File: config.mk
export PLATFORM = sky130hd
export DESIGN_NAME = msc_unit
export DESIGN_NICKNAME = d
export VERILOG_FILES = /design/src/rtl/msc_pkg.sv /design/src/rtl/msc_flag_word.sv /design/src/rtl/msc_unit.sv
export SDC_FILE = /design/constraint.sdc
export NUM_CORES = 1
export LEC_CHECK = 0
export BUFFER_PORTS_ARGS = -buffer_cell sky130_fd_sc_hd__buf_4
export CAP_MARGIN = 10
export CORE_UTILIZATION = 45
export DETAILED_ROUTE_END_ITERATION = 10
export PLACE_DENSITY = 0.7
export SYNTH_ARGS = -nofsm -noshare
export SYNTH_HDL_FRONTEND = slang
export SYNTH_SLANG_ARGS = --single-unit
File: constraint.sdc
create_clock -name MCLK -period 9.3 [get_ports MCLK]
set_input_delay 1.86 -clock MCLK [delete_from_list [all_inputs] [get_ports MCLK]]
set_output_delay 1.86 -clock MCLK [all_outputs]
set_load 0.02 [all_outputs]
File: src/rtl/msc_pkg.sv
// shared constants, command codes and carrier types of the measurement state command unit
package msc_pkg;

  // ==========================================================================
  // sizes
  localparam int MSC_NUM_AN = 3;

  // ==========================================================================
  // completion flag word layout
  localparam logic [31:0] MSC_FLAGS_RST = 32'h0000_0000;
  localparam int MSC_B_NONHARM = 0;
  localparam int MSC_B_MOTOR   = 3;
  localparam int MSC_B_HARM    = 8;
  localparam int MSC_B_SPECT   = 16;

  // ==========================================================================
  // command codes, already parsed from the remote text form
  typedef enum logic [3:0] {
    OP_CLR_INRUSH = 4'h0,
    OP_LOG_SET    = 4'h1,
    OP_LOG_Q      = 4'h2,
    OP_HIST_SET   = 4'h3,
    OP_HIST_Q     = 4'h4,
    OP_HOLD_SET   = 4'h5,
    OP_HOLD_Q     = 4'h6,
    OP_ACCUMULATION_CONTROL_SET  = 4'h7,
    OP_ACCUMULATION_CONTROL_Q    = 4'h8,
    OP_FLAGS_Q    = 4'h9,
    OP_SCOPE_SET  = 4'ha,
    OP_SCOPE_Q    = 4'hb,
    OP_IDLE_RUN   = 4'hc,
    OP_IDLE_Q     = 4'hd
  } msc_op_t;

  // ==========================================================================
  // value limits and status codes
  localparam logic [7:0] MSC_MAX_BOOL  = 8'h01;
  localparam logic [7:0] MSC_MAX_SCOPE = 8'h02;
  localparam logic [2:0] MSC_CAUSE_NONE = 3'h0;

  localparam logic [1:0] MSC_SCOPE_STOP   = 2'h0;
  localparam logic [1:0] MSC_SCOPE_SINGLE = 2'h1;
  localparam logic [1:0] MSC_SCOPE_CONT   = 2'h2;

  localparam logic [1:0] MSC_ACCUMULATION_CONTROL_OFF  = 2'h0;
  localparam logic [1:0] MSC_ACCUMULATION_CONTROL_WAIT = 2'h1;
  localparam logic [1:0] MSC_ACCUMULATION_CONTROL_HELD = 2'h2;
  localparam logic [1:0] MSC_ACCUMULATION_CONTROL_RUN  = 2'h3;

  localparam logic [2:0] MSC_SCQ_STOP_NODATA = 3'h0;
  localparam logic [2:0] MSC_SCQ_STOP_DATA   = 3'h1;
  localparam logic [2:0] MSC_SCQ_SINGLE      = 3'h2;
  localparam logic [2:0] MSC_SCQ_CONT_NODATA = 3'h3;
  localparam logic [2:0] MSC_SCQ_CONT_DATA   = 3'h4;

  // ==========================================================================
  // idle power run state per analyzer instance
  typedef enum logic [6:0] {
    SB_NONE   = 7'h01,
    SB_OPSTOP = 7'h02,
    SB_DONE   = 7'h04,
    SB_WAIT   = 7'h08,
    SB_MIN    = 7'h10,
    SB_EXT    = 7'h20,
    SB_RUN    = 7'h40
  } msc_sb_t;

  // ==========================================================================
  // carriers
  typedef struct packed {
    logic       valid;
    msc_op_t    op;
    logic [1:0] sel;
    logic [7:0] value;
  } msc_cmd_t;

  typedef struct packed {
    logic        valid;
    logic        err;
    logic [31:0] f1;
    logic [2:0]  f2;
  } msc_rsp_t;

endpackage

File: src/rtl/msc_flag_word.sv
// completion flag word: or-accumulating flags, cleared on read or on configuration commit
`timescale 1ns/1ps
module msc_flag_word
  import msc_pkg::*;
(
  input  logic        clk,
  input  logic        rst,
  input  logic        ce,
  input  logic [31:0] set,
  input  logic        rd,
  input  logic        commit,
  output logic [31:0] flags
);

  // ==========================================================================
  // state
  logic [31:0] flags_reg;
  logic [31:0] flags_next;

  always_comb begin
    flags_next = flags_reg;
    if (rd || commit) begin
      flags_next = MSC_FLAGS_RST;
    end
    // a flag that lands in the clearing cycle survives for the next read
    flags_next = flags_next | set;
  end

  always_ff @(posedge clk) begin
    if (rst) begin
      flags_reg <= MSC_FLAGS_RST;
    end else if (ce) begin
      flags_reg <= flags_next;
    end
  end

  assign flags = flags_reg;

  // ==========================================================================
  // checks
  chk_flags_clear: assert property (@(posedge clk) disable iff (rst)
    (ce && rd && set == 32'h0) |=> (flags_reg == 32'h0))
    else $error("flag word not cleared after read");

  chk_flags_or: assert property (@(posedge clk) disable iff (rst)
    (ce && !rd && !commit) |=> ((flags_reg & $past(flags_reg)) == $past(flags_reg)))
    else $error("flag word lost a bit without a clear");

  chk_commit_clear: assert property (@(posedge clk) disable iff (rst)
    (ce && commit && set == 32'h0) |=> (flags_reg == 32'h0))
    else $error("flag word not cleared on commit");

endmodule // msc_flag_word

File: src/rtl/msc_unit.sv
// measurement state command unit: command interpreter and activity state
`timescale 1ns/1ps
module msc_unit
  import msc_pkg::*;
#(
  parameter int NUM_AN = MSC_NUM_AN
) (
  input  logic              MCLK,
  input  logic              RST,
  input  logic              CE,
  input  msc_cmd_t          CMD,
  input  logic [NUM_AN-1:0] AVAIL,
  input  logic              INRUSH_PERIOD_DONE,
  input  logic              LOG_TERM,
  input  logic [2:0]        LOG_TERM_CAUSE,
  input  logic              ACCUMULATION_CONTROL_DELAY_EN,
  input  logic              ACCUMULATION_CONTROL_DELAY_DONE,
  input  logic              SCOPE_CAPTURED,
  input  logic [NUM_AN-1:0] STBY_DELAYED,
  input  logic [NUM_AN-1:0] STBY_DETECT,
  input  logic [NUM_AN-1:0] STBY_MIN_DONE,
  input  logic [NUM_AN-1:0] STBY_END,
  input  logic [NUM_AN-1:0] NONHARM_DONE,
  input  logic              MOTOR_DONE,
  input  logic [NUM_AN-1:0] HARM_DONE,
  input  logic              SPECTRUM_DONE,
  input  logic              CFG_COMMIT,
  output msc_rsp_t          RSP,
  output logic              INRUSH_CLEAR,
  output logic              INRUSH_INVALID,
  output logic              LOG_ACTIVE,
  output logic [2:0]        LOG_CAUSE,
  output logic              HIST_ACTIVE,
  output logic              HIST_CLEAR,
  output logic              HOLD_ACTIVE,
  output logic [1:0]        ACCUMULATION_CONTROL_STATE,
  output logic              ACCUMULATION_CONTROL_CLEAR,
  output logic [1:0]        SCOPE_MODE,
  output logic              SCOPE_CLEAR,
  output logic [NUM_AN-1:0] STBY_START,
  output logic [NUM_AN-1:0] STBY_STOP
);

  // ==========================================================================
  // decoding helpers
  function automatic logic sel_ok(input logic [1:0] sel, input logic [NUM_AN-1:0] avail);
    logic ok;
    ok = (sel != 2'h0) && (int'(sel) <= NUM_AN);
    if (ok) begin
      ok = avail[sel - 2'h1];
    end
    return ok;
  endfunction

  function automatic logic [2:0] sb_code(input msc_sb_t s);
    logic [2:0] c;
    c = 3'h0;
    case (s)
      SB_NONE:   c = 3'h0;
      SB_OPSTOP: c = 3'h1;
      SB_DONE:   c = 3'h2;
      SB_WAIT:   c = 3'h3;
      SB_MIN:    c = 3'h4;
      SB_EXT:    c = 3'h5;
      SB_RUN:    c = 3'h6;
      default:   c = 3'h0;
    endcase
    return c;
  endfunction

  // ==========================================================================
  // state
  msc_rsp_t          rsp_reg,      rsp_next;
  logic              inr_clr_reg,  inr_clr_next;
  logic              inr_inv_reg,  inr_inv_next;
  logic              log_reg,      log_next;
  logic [2:0]        cause_reg,    cause_next;
  logic              hist_reg,     hist_next;
  logic              hclr_reg,     hclr_next;
  logic              hold_reg,     hold_next;
  logic              irun_reg,     irun_next;
  logic              iwait_reg,    iwait_next;
  logic [1:0]        icode_reg,    icode_next;
  logic              iclr_reg,     iclr_next;
  logic [1:0]        smode_reg,    smode_next;
  logic              sdata_reg,    sdata_next;
  logic              sclr_reg,     sclr_next;
  msc_sb_t           sb_reg [NUM_AN];
  msc_sb_t           sb_next [NUM_AN];
  logic [NUM_AN-1:0] sbst_reg,     sbst_next;
  logic [NUM_AN-1:0] sbsp_reg,     sbsp_next;
  logic [31:0]       flag_set;
  logic [31:0]       flags;
  logic              flag_rd;
  logic              is_set;
  logic              val_bool;
  logic [NUM_AN-1:0] run_hit;

  // ==========================================================================
  // completion flag word
  always_comb begin
    flag_set = 32'h0;
    for (int k = 0; k < NUM_AN; k++) begin
      flag_set[MSC_B_NONHARM + k] = NONHARM_DONE[k];
      flag_set[MSC_B_HARM + k]    = HARM_DONE[k];
    end
    flag_set[MSC_B_MOTOR] = MOTOR_DONE;
    flag_set[MSC_B_SPECT] = SPECTRUM_DONE;
  end

  assign flag_rd = CMD.valid && (CMD.op == OP_FLAGS_Q);

  msc_flag_word u_flags (
    .clk    (MCLK),
    .rst    (RST),
    .ce     (CE),
    .set    (flag_set),
    .rd     (flag_rd),
    .commit (CFG_COMMIT),
    .flags  (flags)
  );

  // ==========================================================================
  // command interpreter and single activities
  assign is_set   = CMD.valid;
  assign val_bool = (CMD.value <= MSC_MAX_BOOL);

  always_comb begin
    rsp_next     = '0;
    rsp_next.valid = CMD.valid;
    inr_clr_next = 1'b0;
    inr_inv_next = inr_inv_reg;
    log_next     = log_reg;
    cause_next   = cause_reg;
    hist_next    = hist_reg;
    hclr_next    = 1'b0;
    hold_next    = hold_reg;
    irun_next    = irun_reg;
    iwait_next   = iwait_reg;
    iclr_next    = 1'b0;
    smode_next   = smode_reg;
    sdata_next   = sdata_reg;
    sclr_next    = 1'b0;
    run_hit      = '0;
    // engine events first, so a command in the same cycle takes precedence
    if (INRUSH_PERIOD_DONE) begin
      inr_inv_next = 1'b0;
    end
    if (LOG_TERM && log_reg) begin
      log_next   = 1'b0;
      cause_next = LOG_TERM_CAUSE;
    end
    if (ACCUMULATION_CONTROL_DELAY_DONE) begin
      iwait_next = 1'b0;
    end
    if (SCOPE_CAPTURED && smode_reg != MSC_SCOPE_STOP) begin
      sdata_next = 1'b1;
      if (smode_reg == MSC_SCOPE_SINGLE) begin
        smode_next = MSC_SCOPE_STOP;
      end
    end
    if (is_set) begin
      case (CMD.op)
        OP_CLR_INRUSH: begin
          inr_clr_next = 1'b1;
          inr_inv_next = 1'b1;
        end
        OP_LOG_SET: begin
          if (!val_bool) begin
            rsp_next.err = 1'b1;
          end else begin
            log_next = CMD.value[0];
            if (CMD.value[0]) begin
              cause_next = MSC_CAUSE_NONE;
            end
          end
        end
        OP_LOG_Q: begin
          rsp_next.f1 = 32'(log_reg);
          rsp_next.f2 = cause_reg;
        end
        OP_HIST_SET: begin
          if (!val_bool) begin
            rsp_next.err = 1'b1;
          end else begin
            hist_next = CMD.value[0];
            hclr_next = CMD.value[0];
          end
        end
        OP_HIST_Q:   rsp_next.f1 = 32'(hist_reg);
        OP_HOLD_SET: begin
          if (!val_bool) begin
            rsp_next.err = 1'b1;
          end else begin
            hold_next = CMD.value[0];
          end
        end
        OP_HOLD_Q:   rsp_next.f1 = 32'(hold_reg);
        OP_ACCUMULATION_CONTROL_SET: begin
          if (!val_bool) begin
            rsp_next.err = 1'b1;
          end else begin
            irun_next  = CMD.value[0];
            iwait_next = CMD.value[0] && ACCUMULATION_CONTROL_DELAY_EN;
            iclr_next  = CMD.value[0];
          end
        end
        OP_ACCUMULATION_CONTROL_Q:  rsp_next.f1 = 32'(icode_reg);
        OP_FLAGS_Q:  rsp_next.f1 = flags;
        OP_SCOPE_SET: begin
          if (CMD.value > MSC_MAX_SCOPE) begin
            rsp_next.err = 1'b1;
          end else begin
            smode_next = CMD.value[1:0];
            if (CMD.value != 8'h00) begin
              sdata_next = 1'b0;
              sclr_next  = 1'b1;
            end
          end
        end
        OP_SCOPE_Q: begin
          if (smode_reg == MSC_SCOPE_SINGLE) begin
            rsp_next.f1 = 32'(MSC_SCQ_SINGLE);
          end else if (smode_reg == MSC_SCOPE_CONT) begin
            rsp_next.f1 = 32'(sdata_reg ? MSC_SCQ_CONT_DATA : MSC_SCQ_CONT_NODATA);
          end else begin
            rsp_next.f1 = 32'(sdata_reg ? MSC_SCQ_STOP_DATA : MSC_SCQ_STOP_NODATA);
          end
        end
        OP_IDLE_RUN: begin
          if (!sel_ok(CMD.sel, AVAIL) || !val_bool) begin
            rsp_next.err = 1'b1;
          end else begin
            run_hit[CMD.sel - 2'h1] = 1'b1;
          end
        end
        OP_IDLE_Q: begin
          if (!sel_ok(CMD.sel, AVAIL)) begin
            rsp_next.err = 1'b1;
          end else begin
            rsp_next.f1 = 32'(sb_code(sb_reg[CMD.sel - 2'h1]));
          end
        end
        default: rsp_next.err = 1'b1;
      endcase
    end
    // status code is registered so the output stays a flip-flop
    if (!irun_next) begin
      icode_next = MSC_ACCUMULATION_CONTROL_OFF;
    end else if (iwait_next) begin
      icode_next = MSC_ACCUMULATION_CONTROL_WAIT;
    end else if (hold_next) begin
      icode_next = MSC_ACCUMULATION_CONTROL_HELD;
    end else begin
      icode_next = MSC_ACCUMULATION_CONTROL_RUN;
    end
  end

  always_ff @(posedge MCLK) begin
    if (RST) begin
      rsp_reg     <= '0;
      inr_clr_reg <= 1'b0;
      inr_inv_reg <= 1'b0;
      log_reg     <= 1'b0;
      cause_reg   <= MSC_CAUSE_NONE;
      hist_reg    <= 1'b0;
      hclr_reg    <= 1'b0;
      hold_reg    <= 1'b0;
      irun_reg    <= 1'b0;
      iwait_reg   <= 1'b0;
      icode_reg   <= MSC_ACCUMULATION_CONTROL_OFF;
      iclr_reg    <= 1'b0;
      smode_reg   <= MSC_SCOPE_STOP;
      sdata_reg   <= 1'b0;
      sclr_reg    <= 1'b0;
    end else if (CE) begin
      rsp_reg     <= rsp_next;
      inr_clr_reg <= inr_clr_next;
      inr_inv_reg <= inr_inv_next;
      log_reg     <= log_next;
      cause_reg   <= cause_next;
      hist_reg    <= hist_next;
      hclr_reg    <= hclr_next;
      hold_reg    <= hold_next;
      irun_reg    <= irun_next;
      iwait_reg   <= iwait_next;
      icode_reg   <= icode_next;
      iclr_reg    <= iclr_next;
      smode_reg   <= smode_next;
      sdata_reg   <= sdata_next;
      sclr_reg    <= sclr_next;
    end
  end

  // ==========================================================================
  // idle power run, one state machine per analyzer instance
  for (genvar i = 0; i < NUM_AN; i++) begin : g_sb
    always_comb begin
      sb_next[i]   = sb_reg[i];
      sbst_next[i] = 1'b0;
      sbsp_next[i] = 1'b0;
      if (run_hit[i] && CMD.value[0]) begin
        sbst_next[i] = 1'b1;
        sb_next[i]   = STBY_DELAYED[i] ? SB_WAIT : SB_MIN;
      end else if (run_hit[i]) begin
        sbsp_next[i] = 1'b1;
        case (sb_reg[i])
          SB_WAIT:                sb_next[i] = SB_NONE;
          SB_MIN, SB_EXT, SB_RUN: sb_next[i] = SB_OPSTOP;
          default:                sb_next[i] = sb_reg[i];
        endcase
      end else begin
        case (sb_reg[i])
          SB_WAIT: if (STBY_DETECT[i]) begin
            sb_next[i] = SB_RUN;
          end
          SB_MIN: if (STBY_END[i]) begin
            sb_next[i] = SB_DONE;
          end else if (STBY_MIN_DONE[i]) begin
            sb_next[i] = SB_EXT;
          end
          SB_EXT, SB_RUN: if (STBY_END[i]) begin
            sb_next[i] = SB_DONE;
          end
          default: sb_next[i] = sb_reg[i];
        endcase
      end
    end

    always_ff @(posedge MCLK) begin
      if (RST) begin
        sb_reg[i]   <= SB_NONE;
        sbst_reg[i] <= 1'b0;
        sbsp_reg[i] <= 1'b0;
      end else if (CE) begin
        sb_reg[i]   <= sb_next[i];
        sbst_reg[i] <= sbst_next[i];
        sbsp_reg[i] <= sbsp_next[i];
      end
    end
  end

  // ==========================================================================
  // outputs
  assign RSP            = rsp_reg;
  assign INRUSH_CLEAR   = inr_clr_reg;
  assign INRUSH_INVALID = inr_inv_reg;
  assign LOG_ACTIVE     = log_reg;
  assign LOG_CAUSE      = cause_reg;
  assign HIST_ACTIVE    = hist_reg;
  assign HIST_CLEAR     = hclr_reg;
  assign HOLD_ACTIVE    = hold_reg;
  assign ACCUMULATION_CONTROL_STATE    = icode_reg;
  assign ACCUMULATION_CONTROL_CLEAR    = iclr_reg;
  assign SCOPE_MODE     = smode_reg;
  assign SCOPE_CLEAR    = sclr_reg;
  assign STBY_START     = sbst_reg;
  assign STBY_STOP      = sbsp_reg;

  // ==========================================================================
  // checks
  chk_sel_reject: assert property (@(posedge MCLK) disable iff (RST)
    (CE && CMD.valid && CMD.op == OP_IDLE_RUN && CMD.sel == 2'h0)
    |=> (RSP.valid && RSP.err && STBY_START == '0))
    else $error("bad selector not rejected");

  chk_inrush_inv: assert property (@(posedge MCLK) disable iff (RST)
    (CE && CMD.valid && CMD.op == OP_CLR_INRUSH) |=> (INRUSH_INVALID && INRUSH_CLEAR))
    else $error("surge clear did not invalidate");

  chk_log_start: assert property (@(posedge MCLK) disable iff (RST)
    (CE && CMD.valid && CMD.op == OP_LOG_SET && CMD.value == 8'h01)
    |=> (LOG_ACTIVE && LOG_CAUSE == 3'h0))
    else $error("logging start wrong");

  chk_log_query: assert property (@(posedge MCLK) disable iff (RST)
    (CE && CMD.valid && CMD.op == OP_LOG_Q)
    |=> (RSP.f1 == 32'($past(LOG_ACTIVE)) && RSP.f2 == $past(LOG_CAUSE)))
    else $error("logging query wrong");

  chk_hist_clear: assert property (@(posedge MCLK) disable iff (RST)
    (CE && CMD.valid && CMD.op == OP_HIST_SET && CMD.value == 8'h01)
    |=> (HIST_CLEAR && HIST_ACTIVE) ##1 (!HIST_CLEAR || !$past(CE)
    || $past(CMD.valid && CMD.op == OP_HIST_SET && CMD.value == 8'h01)))
    else $error("trend restart did not erase");

  chk_hold_echo: assert property (@(posedge MCLK) disable iff (RST)
    (CE && CMD.valid && CMD.op == OP_HOLD_Q) |=> (RSP.f1 == 32'($past(HOLD_ACTIVE))))
    else $error("freeze query mismatch");

  chk_accumulation_control_code: assert property (@(posedge MCLK) disable iff (RST)
    (CE && CMD.valid && CMD.op == OP_ACCUMULATION_CONTROL_SET && CMD.value == 8'h01 && ACCUMULATION_CONTROL_DELAY_EN)
    |=> (ACCUMULATION_CONTROL_CLEAR && ACCUMULATION_CONTROL_STATE == 2'h1))
    else $error("accumulation start not waiting");

  chk_scope_clear: assert property (@(posedge MCLK) disable iff (RST)
    (CE && CMD.valid && CMD.op == OP_SCOPE_SET && CMD.value == 8'h02)
    |=> (SCOPE_CLEAR && SCOPE_MODE == 2'h2))
    else $error("capture start did not discard");

  chk_range_reject: assert property (@(posedge MCLK) disable iff (RST)
    (CE && CMD.valid && CMD.op == OP_HOLD_SET && CMD.value > 8'h01)
    |=> (RSP.err && $stable(HOLD_ACTIVE)))
    else $error("out of range value accepted");

endmodule // msc_unit

==> metrics.csv, run 1 <==
stage,metric,value,unit
synth,syn_avg_cell_area,9.16,um2
clock_tree,cts_tree,done,
clock_tree,ctsResizeCount,0,
drt,drc,0,
synth,ys_seq_area_share,39.5,%
final_layout,area_delta_synth_final,19.6,%
timing,setup_viol,0,
clock_tree,cts.sinks,66,
floorplan,rows,33,
floorplan,io_pins,108,
synth,synth_area_leaders,"dfxtp_1 (23%), edfxtp_1 (16%), a22o_1 (5.4%)",
clock_tree,root_buffer,clkbuf_8,
timing,min_period,4.60,ns
final_layout,diodes,0,
clock_tree,clkLatencyLatePin,0.35,ns
worst_setup_path,rr_worst_depth,5,
pwr,power,678,uW
drt,vias,3407,
drt,antenna_left,0,
clock_tree,cts_buffers,9,
synth,synthArstFlopShare,0,%
drt,vias_per_cell,5.62,
floorplan,die_x,94.8,um
synth,synthesis.area,3870,um2
global_routing,grt_overflow,0,
clock_tree,holdBufCountCts,0,
worst_hold_path,hp-class,reg -> reg,
floorplan,die_h,94.8,um
outcome,outcome,finished clean,
timing,rsz0062_at_grt,no,
timing,relSlewSlack,21.9,%
timing,whs,0.446,ns
place,finalWeightedCongestion,0.879,
final_layout,fin_util,56.1,%
final_layout,seqCellArea,1530,um2
synth,ys_types,61,
clock_tree,cts_buffer_depth,2,
synth,syn_inst,423,
pwr,p_leak,0.00191,uW
final_layout,fin_nets,552,
synth,synth_ff_type,dfxtp_1,
worst_setup_path,critPathLaunchType,input port,
global_routing,track_usage,24.1,%
pwr,ir_worst_vdd,0.0000928,V
synth,synth-edff-count,21,
global_routing,antenna_found_initial,0,
worst_setup_path,crit_required,9.27,ns
drt,first_iter_violations,248,
place,io_buffers,83,
clock_tree,clk_pin_slew,0.07,ns
floorplan,coreArea,8260,um2
global_routing,grt_pass1_wl,16600,um
final_layout,largest_reg_flops,21,
synth,synth_largest_area_cell,dfxtp_1,
timing,worstMarginPinSlew,1.17,ns
clock_tree,h-tree-depth,3,
drt,drtPass1Iterations,4,
worst_setup_path,cp_max_fo,12,
drt,wl_per_cell,16.7,um
final_layout,layout-drive-gt1-share,24.4,%
final_layout,multi_input_area,2080,um2
timing,hold_viol,0,
timing,finClkSkew,0.00800,ns
global_routing,grt_max_degree,24,
synth,synth_top_area_share,23.3,%
final_layout,final.fill_count,764,
floorplan,dieArea,8980,um2
synth,synth.most_common_cell,dfxtp_1,
timing,maxSlewViolCount,0,
worst_setup_path,critPathKind,in -> reg,
drt,drt_wl_total,10100,um
worst_setup_path,arrival,4.58,ns
floorplan,initial_utilization,46.9,%
run,cap_viol_max_count,0,
timing,tns,0,ns
worst_hold_path,hold_depth,2,
pwr,p_per_area,146,nW/um2
place,hpwl,7450,um
global_routing,first_global_vias,3327,
timing,fin_crit_sh,49.5,%
synth,yosysWarnings,0,
clock_tree,cts_setup_buffers,0,
synth,synth-seq-cells,66,
synth,ys_top_cells_by_count,"dfxtp_1 (45), nor2_1 (43), nand2_1 (35)",
worst_setup_path,endpoint_kind,register,
timing,fmax,0.217,GHz
==> logic make-up after synthesis <==
family | count (synthesis) | share of synthesized area (%)
compound gates | 91 | 17.3
xor+xnor | 9 | 2.03
fa+ha+maj | 6 | 1.94
buf+inv | 55 | 9.04
flops | 66 | 39.5
mux | 21 | 5.75
other cells | 1 | 0.0968
simple gates | 174 | 24.3
==> power by group <==
part,switching (uW),internal [uW]
clock,121,143
combinational,60.5,39.7
sequential,8.01,306
total,190,488
==> path summary, 6_finish.rpt <==
path                              startpoint  slack (ns)                          to
setup / recovery                      CMD[8]        4.70  sb_reg[0][6]$_SDFFCE_PP0P_
hold / removal     STBY_STOP[0]$_SDFFE_PP0P_        0.45   STBY_STOP[0]$_SDFFE_PP0P_
setup reg to reg  sb_reg[0][6]$_SDFFCE_PP0P_        6.69  sb_reg[0][6]$_SDFFCE_PP0P_
hold reg to reg    STBY_STOP[0]$_SDFFE_PP0P_        0.45   STBY_STOP[0]$_SDFFE_PP0P_
==> critical path: stages <==
cell	delay, ns
buf_4	0.18
inv_1	0.08
ha_1	0.57
mux2_2	0.46
or4_1	0.58
o31ai_1	0.83
==> routing by layer <==
layer	GRT usage, %	share of wire (%)
met1	30.7	44
met2	40.9	49
met3	6.20	6.5
met4	5.43	0.92
met5	0	0
==> per-stage QoR <==
step / area, um2 / instances / setup WS (ns)
CTS: 4630 / 606 / 4.72
floorplan: 3960 / 446 / 4.85
detailed placement: 4410 / 590 / 4.35
finish: 4630 / 606 / 4.70
global placement: 4410 / 590 / 4.50
global route: 4630 / 606 / 4.47
==> cell type report <==
cell class	count	area share, %
well taps	105	2.84
multi-input cells	325	44.9
clock inverters	6	1.54
inverters	10	0.810
flip-flops and latches	66	33.1
repair buffers	84	13.6
clock buffers	10	3.21
==> placed cells by master, fill, tap and decap left out, types with 15 or more instances in the layout <==
| cell type | count |
|---|---|
| buf_4 | 84 |
| dfxtp_1 | 45 |
| nor2_1 | 42 |
| nand2_1 | 35 |
| a22o_1 | 24 |
| conb_1 | 24 |
| edfxtp_1 | 21 |
| nor3_1 | 17 |
| o21ai_0 | 15 |
| a21oi_1 | 15 |
Power figures use the tool's default switching activity.
==> run 2: changes to the inputs <==
==> constraint.sdc (replaced) <==
create_clock -name MCLK -period 4.3 [get_ports MCLK]
set_input_delay 0.86 -clock MCLK [delete_from_list [all_inputs] [get_ports MCLK]]
set_output_delay 0.86 -clock MCLK [all_outputs]
set_load 0.02 [all_outputs]
==> run 2 against run 1 <==
  * Worst setup slack worse by 3.6 ns
  * Clock power is 72% higher
  * Worst hold slack better by 0.0020 ns
  * Register-to-register slack worse by 4.8 ns
  * Final area is 0.57% lower
  * Core utilization is 0.32 points lower
  * Clock skew is 0.0021 ns higher
  * Non-clock buffer count is 3 higher
  * Wire length is 1.6% lower
  * Sequential power is 120% higher
  * Count of clock-buffer cells in the layout is 1 higher
  * Sequential cell count stayed put
==> metrics.csv, run 2 (synthesis results as in run 1) <==
stage,metric,value,unit,change
outcome,outcome,finished clean,,
worst_setup_path,endpoint_kind,register,,
timing,worstMarginPinSlew,0.763,ns,-0.404 ns
timing,rsz0062_at_grt,no,,
drt,routedLengthMet1,4420,um,-0.61%
final_layout,final.fill_count,771,,+0.92%
drt,top_layer_used,met4,,
floorplan,initial_utilization,46.9,%,unchanged
timing,setup_ws,1.09,ns,-3.60 ns
final_layout,fin_util,55.8,%,-0.32 points
clock_tree,cts_setup_buffers,0,,unchanged
drt,wl_per_cell,16.4,um,-2.0%
floorplan,coreArea,8260,um2,unchanged
timing,setup_viol,0,,unchanged
drt,first_iter_violations,219,,-12%
global_routing,antenna_found_initial,0,,unchanged
final_layout,diodes,0,,unchanged
worst_setup_path,critPathKind,in -> reg,,
worst_hold_path,hp-class,reg -> reg,,
clock_tree,cts_buffers,9,,unchanged
clock_tree,h-tree-depth,3,,unchanged
timing,hold_viol,0,,unchanged
worst_setup_path,startpoint,CMD[8],,
clock_tree,clk_pin_slew,0.06,ns,about the same
global_routing,grt_overflow,0,,unchanged
clock_tree,holdBufCountCts,0,,unchanged
pwr,p_per_area,293,nW/um2,+100%
floorplan,die_x,94.8,um,unchanged
floorplan,rows,33,,unchanged
pwr,p_int,970,uW,+99%
clock_tree,cts_tree,done,,
drt,vias,3377,,-0.88%
global_routing,first_global_vias,3178,,-4.5%
worst_setup_path,critPathLaunchType,input port,,
drt,drt_wl_total,9960,um,-1.6%
global_routing,grt_max_degree,22,,-8.3%
clock_tree,ctsResizeCount,0,,unchanged
drt,drtPass1Iterations,4,,unchanged
timing,relSlewSlack,47.8,%,+26 points
worst_setup_path,crit_required,4.28,ns,-4.99 ns
timing,maxSlewViolCount,0,,unchanged
floorplan,die_h,94.8,um,unchanged
place,pre_cts_ws,0.751,ns,-3.60 ns
timing,min_period,3.21,ns,
place,finalWeightedCongestion,0.859,,-2.2%
drt,drc,0,,unchanged
place,hpwl,7530,um,+1.1%
timing,fin_crit_sh,74.6,%,
pwr,p_leak,0.00190,uW,-0.49%
drt,wl_met2,4650,um,-5.5%
global_routing,track_usage,23.2,%,-0.95 points
pwr,p_sw_share,28.1,%,+0.13 points
clock_tree,cts.sinks,66,,unchanged
drt,antenna_left,0,,unchanged
timing,tns,0,ns,unchanged
final_layout,final_cell_mix,"buf_4 (87), dfxtp_1 (45), nor2_1 (42)",,
final_layout,layout_commonest_cell,buf_4,,
final_layout,fin_nets,555,,+0.54%
pwr,ir_worst_vdd,0.000205,V,+120%
pwr,netSwitchingPower,380,uW,+100%
pwr,seqPwrFrac,50.2,%,+3.9 points
clock_tree,cts_buffer_depth,2,,unchanged
drt,vias_per_cell,5.55,,-1.4%
global_routing,grt_pass1_wl,15800,um,-4.8%
pwr,combPwrFrac,16.2,%,+1.4 points
run,cap_viol_max_count,0,,unchanged
drt,routed-wl-met3,744,um,+13%
timing,finClkSkew,0.0101,ns,+0.00215 ns
final_layout,largest_reg_flops,21,,unchanged
place,io_buffers,83,,unchanged
timing,fmax,0.312,GHz,
final_layout,layout-drive-gt1-share,24.6,%,+0.25 points
floorplan,io_pins,108,,unchanged
clock_tree,root_buffer,clkbuf_8,,
worst_setup_path,arrival,3.18,ns,-1.40 ns
floorplan,dieArea,8980,um2,unchanged
final_layout,area_delta_synth_final,18.9,%,
worst_setup_path,cp_max_fo,12,,unchanged
pwr,pwr-share-clk,33.6,%,-5.4 points
worst_hold_path,worstHoldStart,STBY_START[2]$_SDFFE_PP0P_,,
clock_tree,clkLatencyLatePin,0.35,ns,about the same
worst_setup_path,reg2reg_from,sb_reg[1][3]$_SDFFCE_PN0P_,,
[run 2: final timing paths]
path	endpoint	cells after the start	slack (ns)
hold / removal	STBY_START[2]$_SDFFE_PP0P_	2	0.45
setup reg to reg	sb_reg[1][6]$_SDFFCE_PP0P_	5	1.92
hold reg to reg	STBY_START[2]$_SDFFE_PP0P_	2	0.45
setup / recovery	sb_reg[2][4]$_SDFFCE_PN0P_	8	1.09
[run 2: stage by stage]
| step | instance area (um2) | hold slack, ns | power, uW | cells |
|---|---|---|---|---|
| after CTS | 4610 | 0.449 | 1360 | 609 |
| final | 4610 | 0.448 | 1350 | 609 |
| after global routing | 4610 | 0.465 | 1410 | 609 |
| after floorplan | 3960 | 0.426 | 851 | 446 |
| after global placement | 4430 | 0.434 | 904 | 593 |
| after detailed placement | 4430 | 0.437 | 908 | 593 |
[run 2: critical path: stages]
cell and delay (ns):
buf_4 0.17, inv_1 0.08, ha_1 0.57, mux2_2 0.48, nor4_1 0.29, buf_4 0.18
o21ai_0 0.07, a21oi_1 0.48
[run 2: metal layers]
layer,track usage [%],vias to the layer above
met1,29.5,1565
met2,38.1,141
met4,8.46,0
met3,5.48,12
li1,-,1659
met5,0,-
[run 2: layout make-up]
cell class	instances	area, um2	share of cell area [%]
Clock buffer	11	141	3.07
Multi-Input combinational cell	325	2080	45.2
Timing Repair Buffer	87	653	14.2
Sequential cell	66	1530	33.3
Inverter	10	37.5	0.815
Tap cell	105	131	2.85
Clock inverter	5	30.0	0.652
[run 2: power by group through the flow]
stage | logic (uW) | clock network [uW] | registers, uW
3_5_place_dp | 216 | 0 | 692
6_report | 218 | 453 | 678
3_3_place_gp | 212 | 0 | 691
4_1_cts | 217 | 462 | 678
5_1_grt | 239 | 489 | 680
2_1_floorplan | 164 | 0 | 687
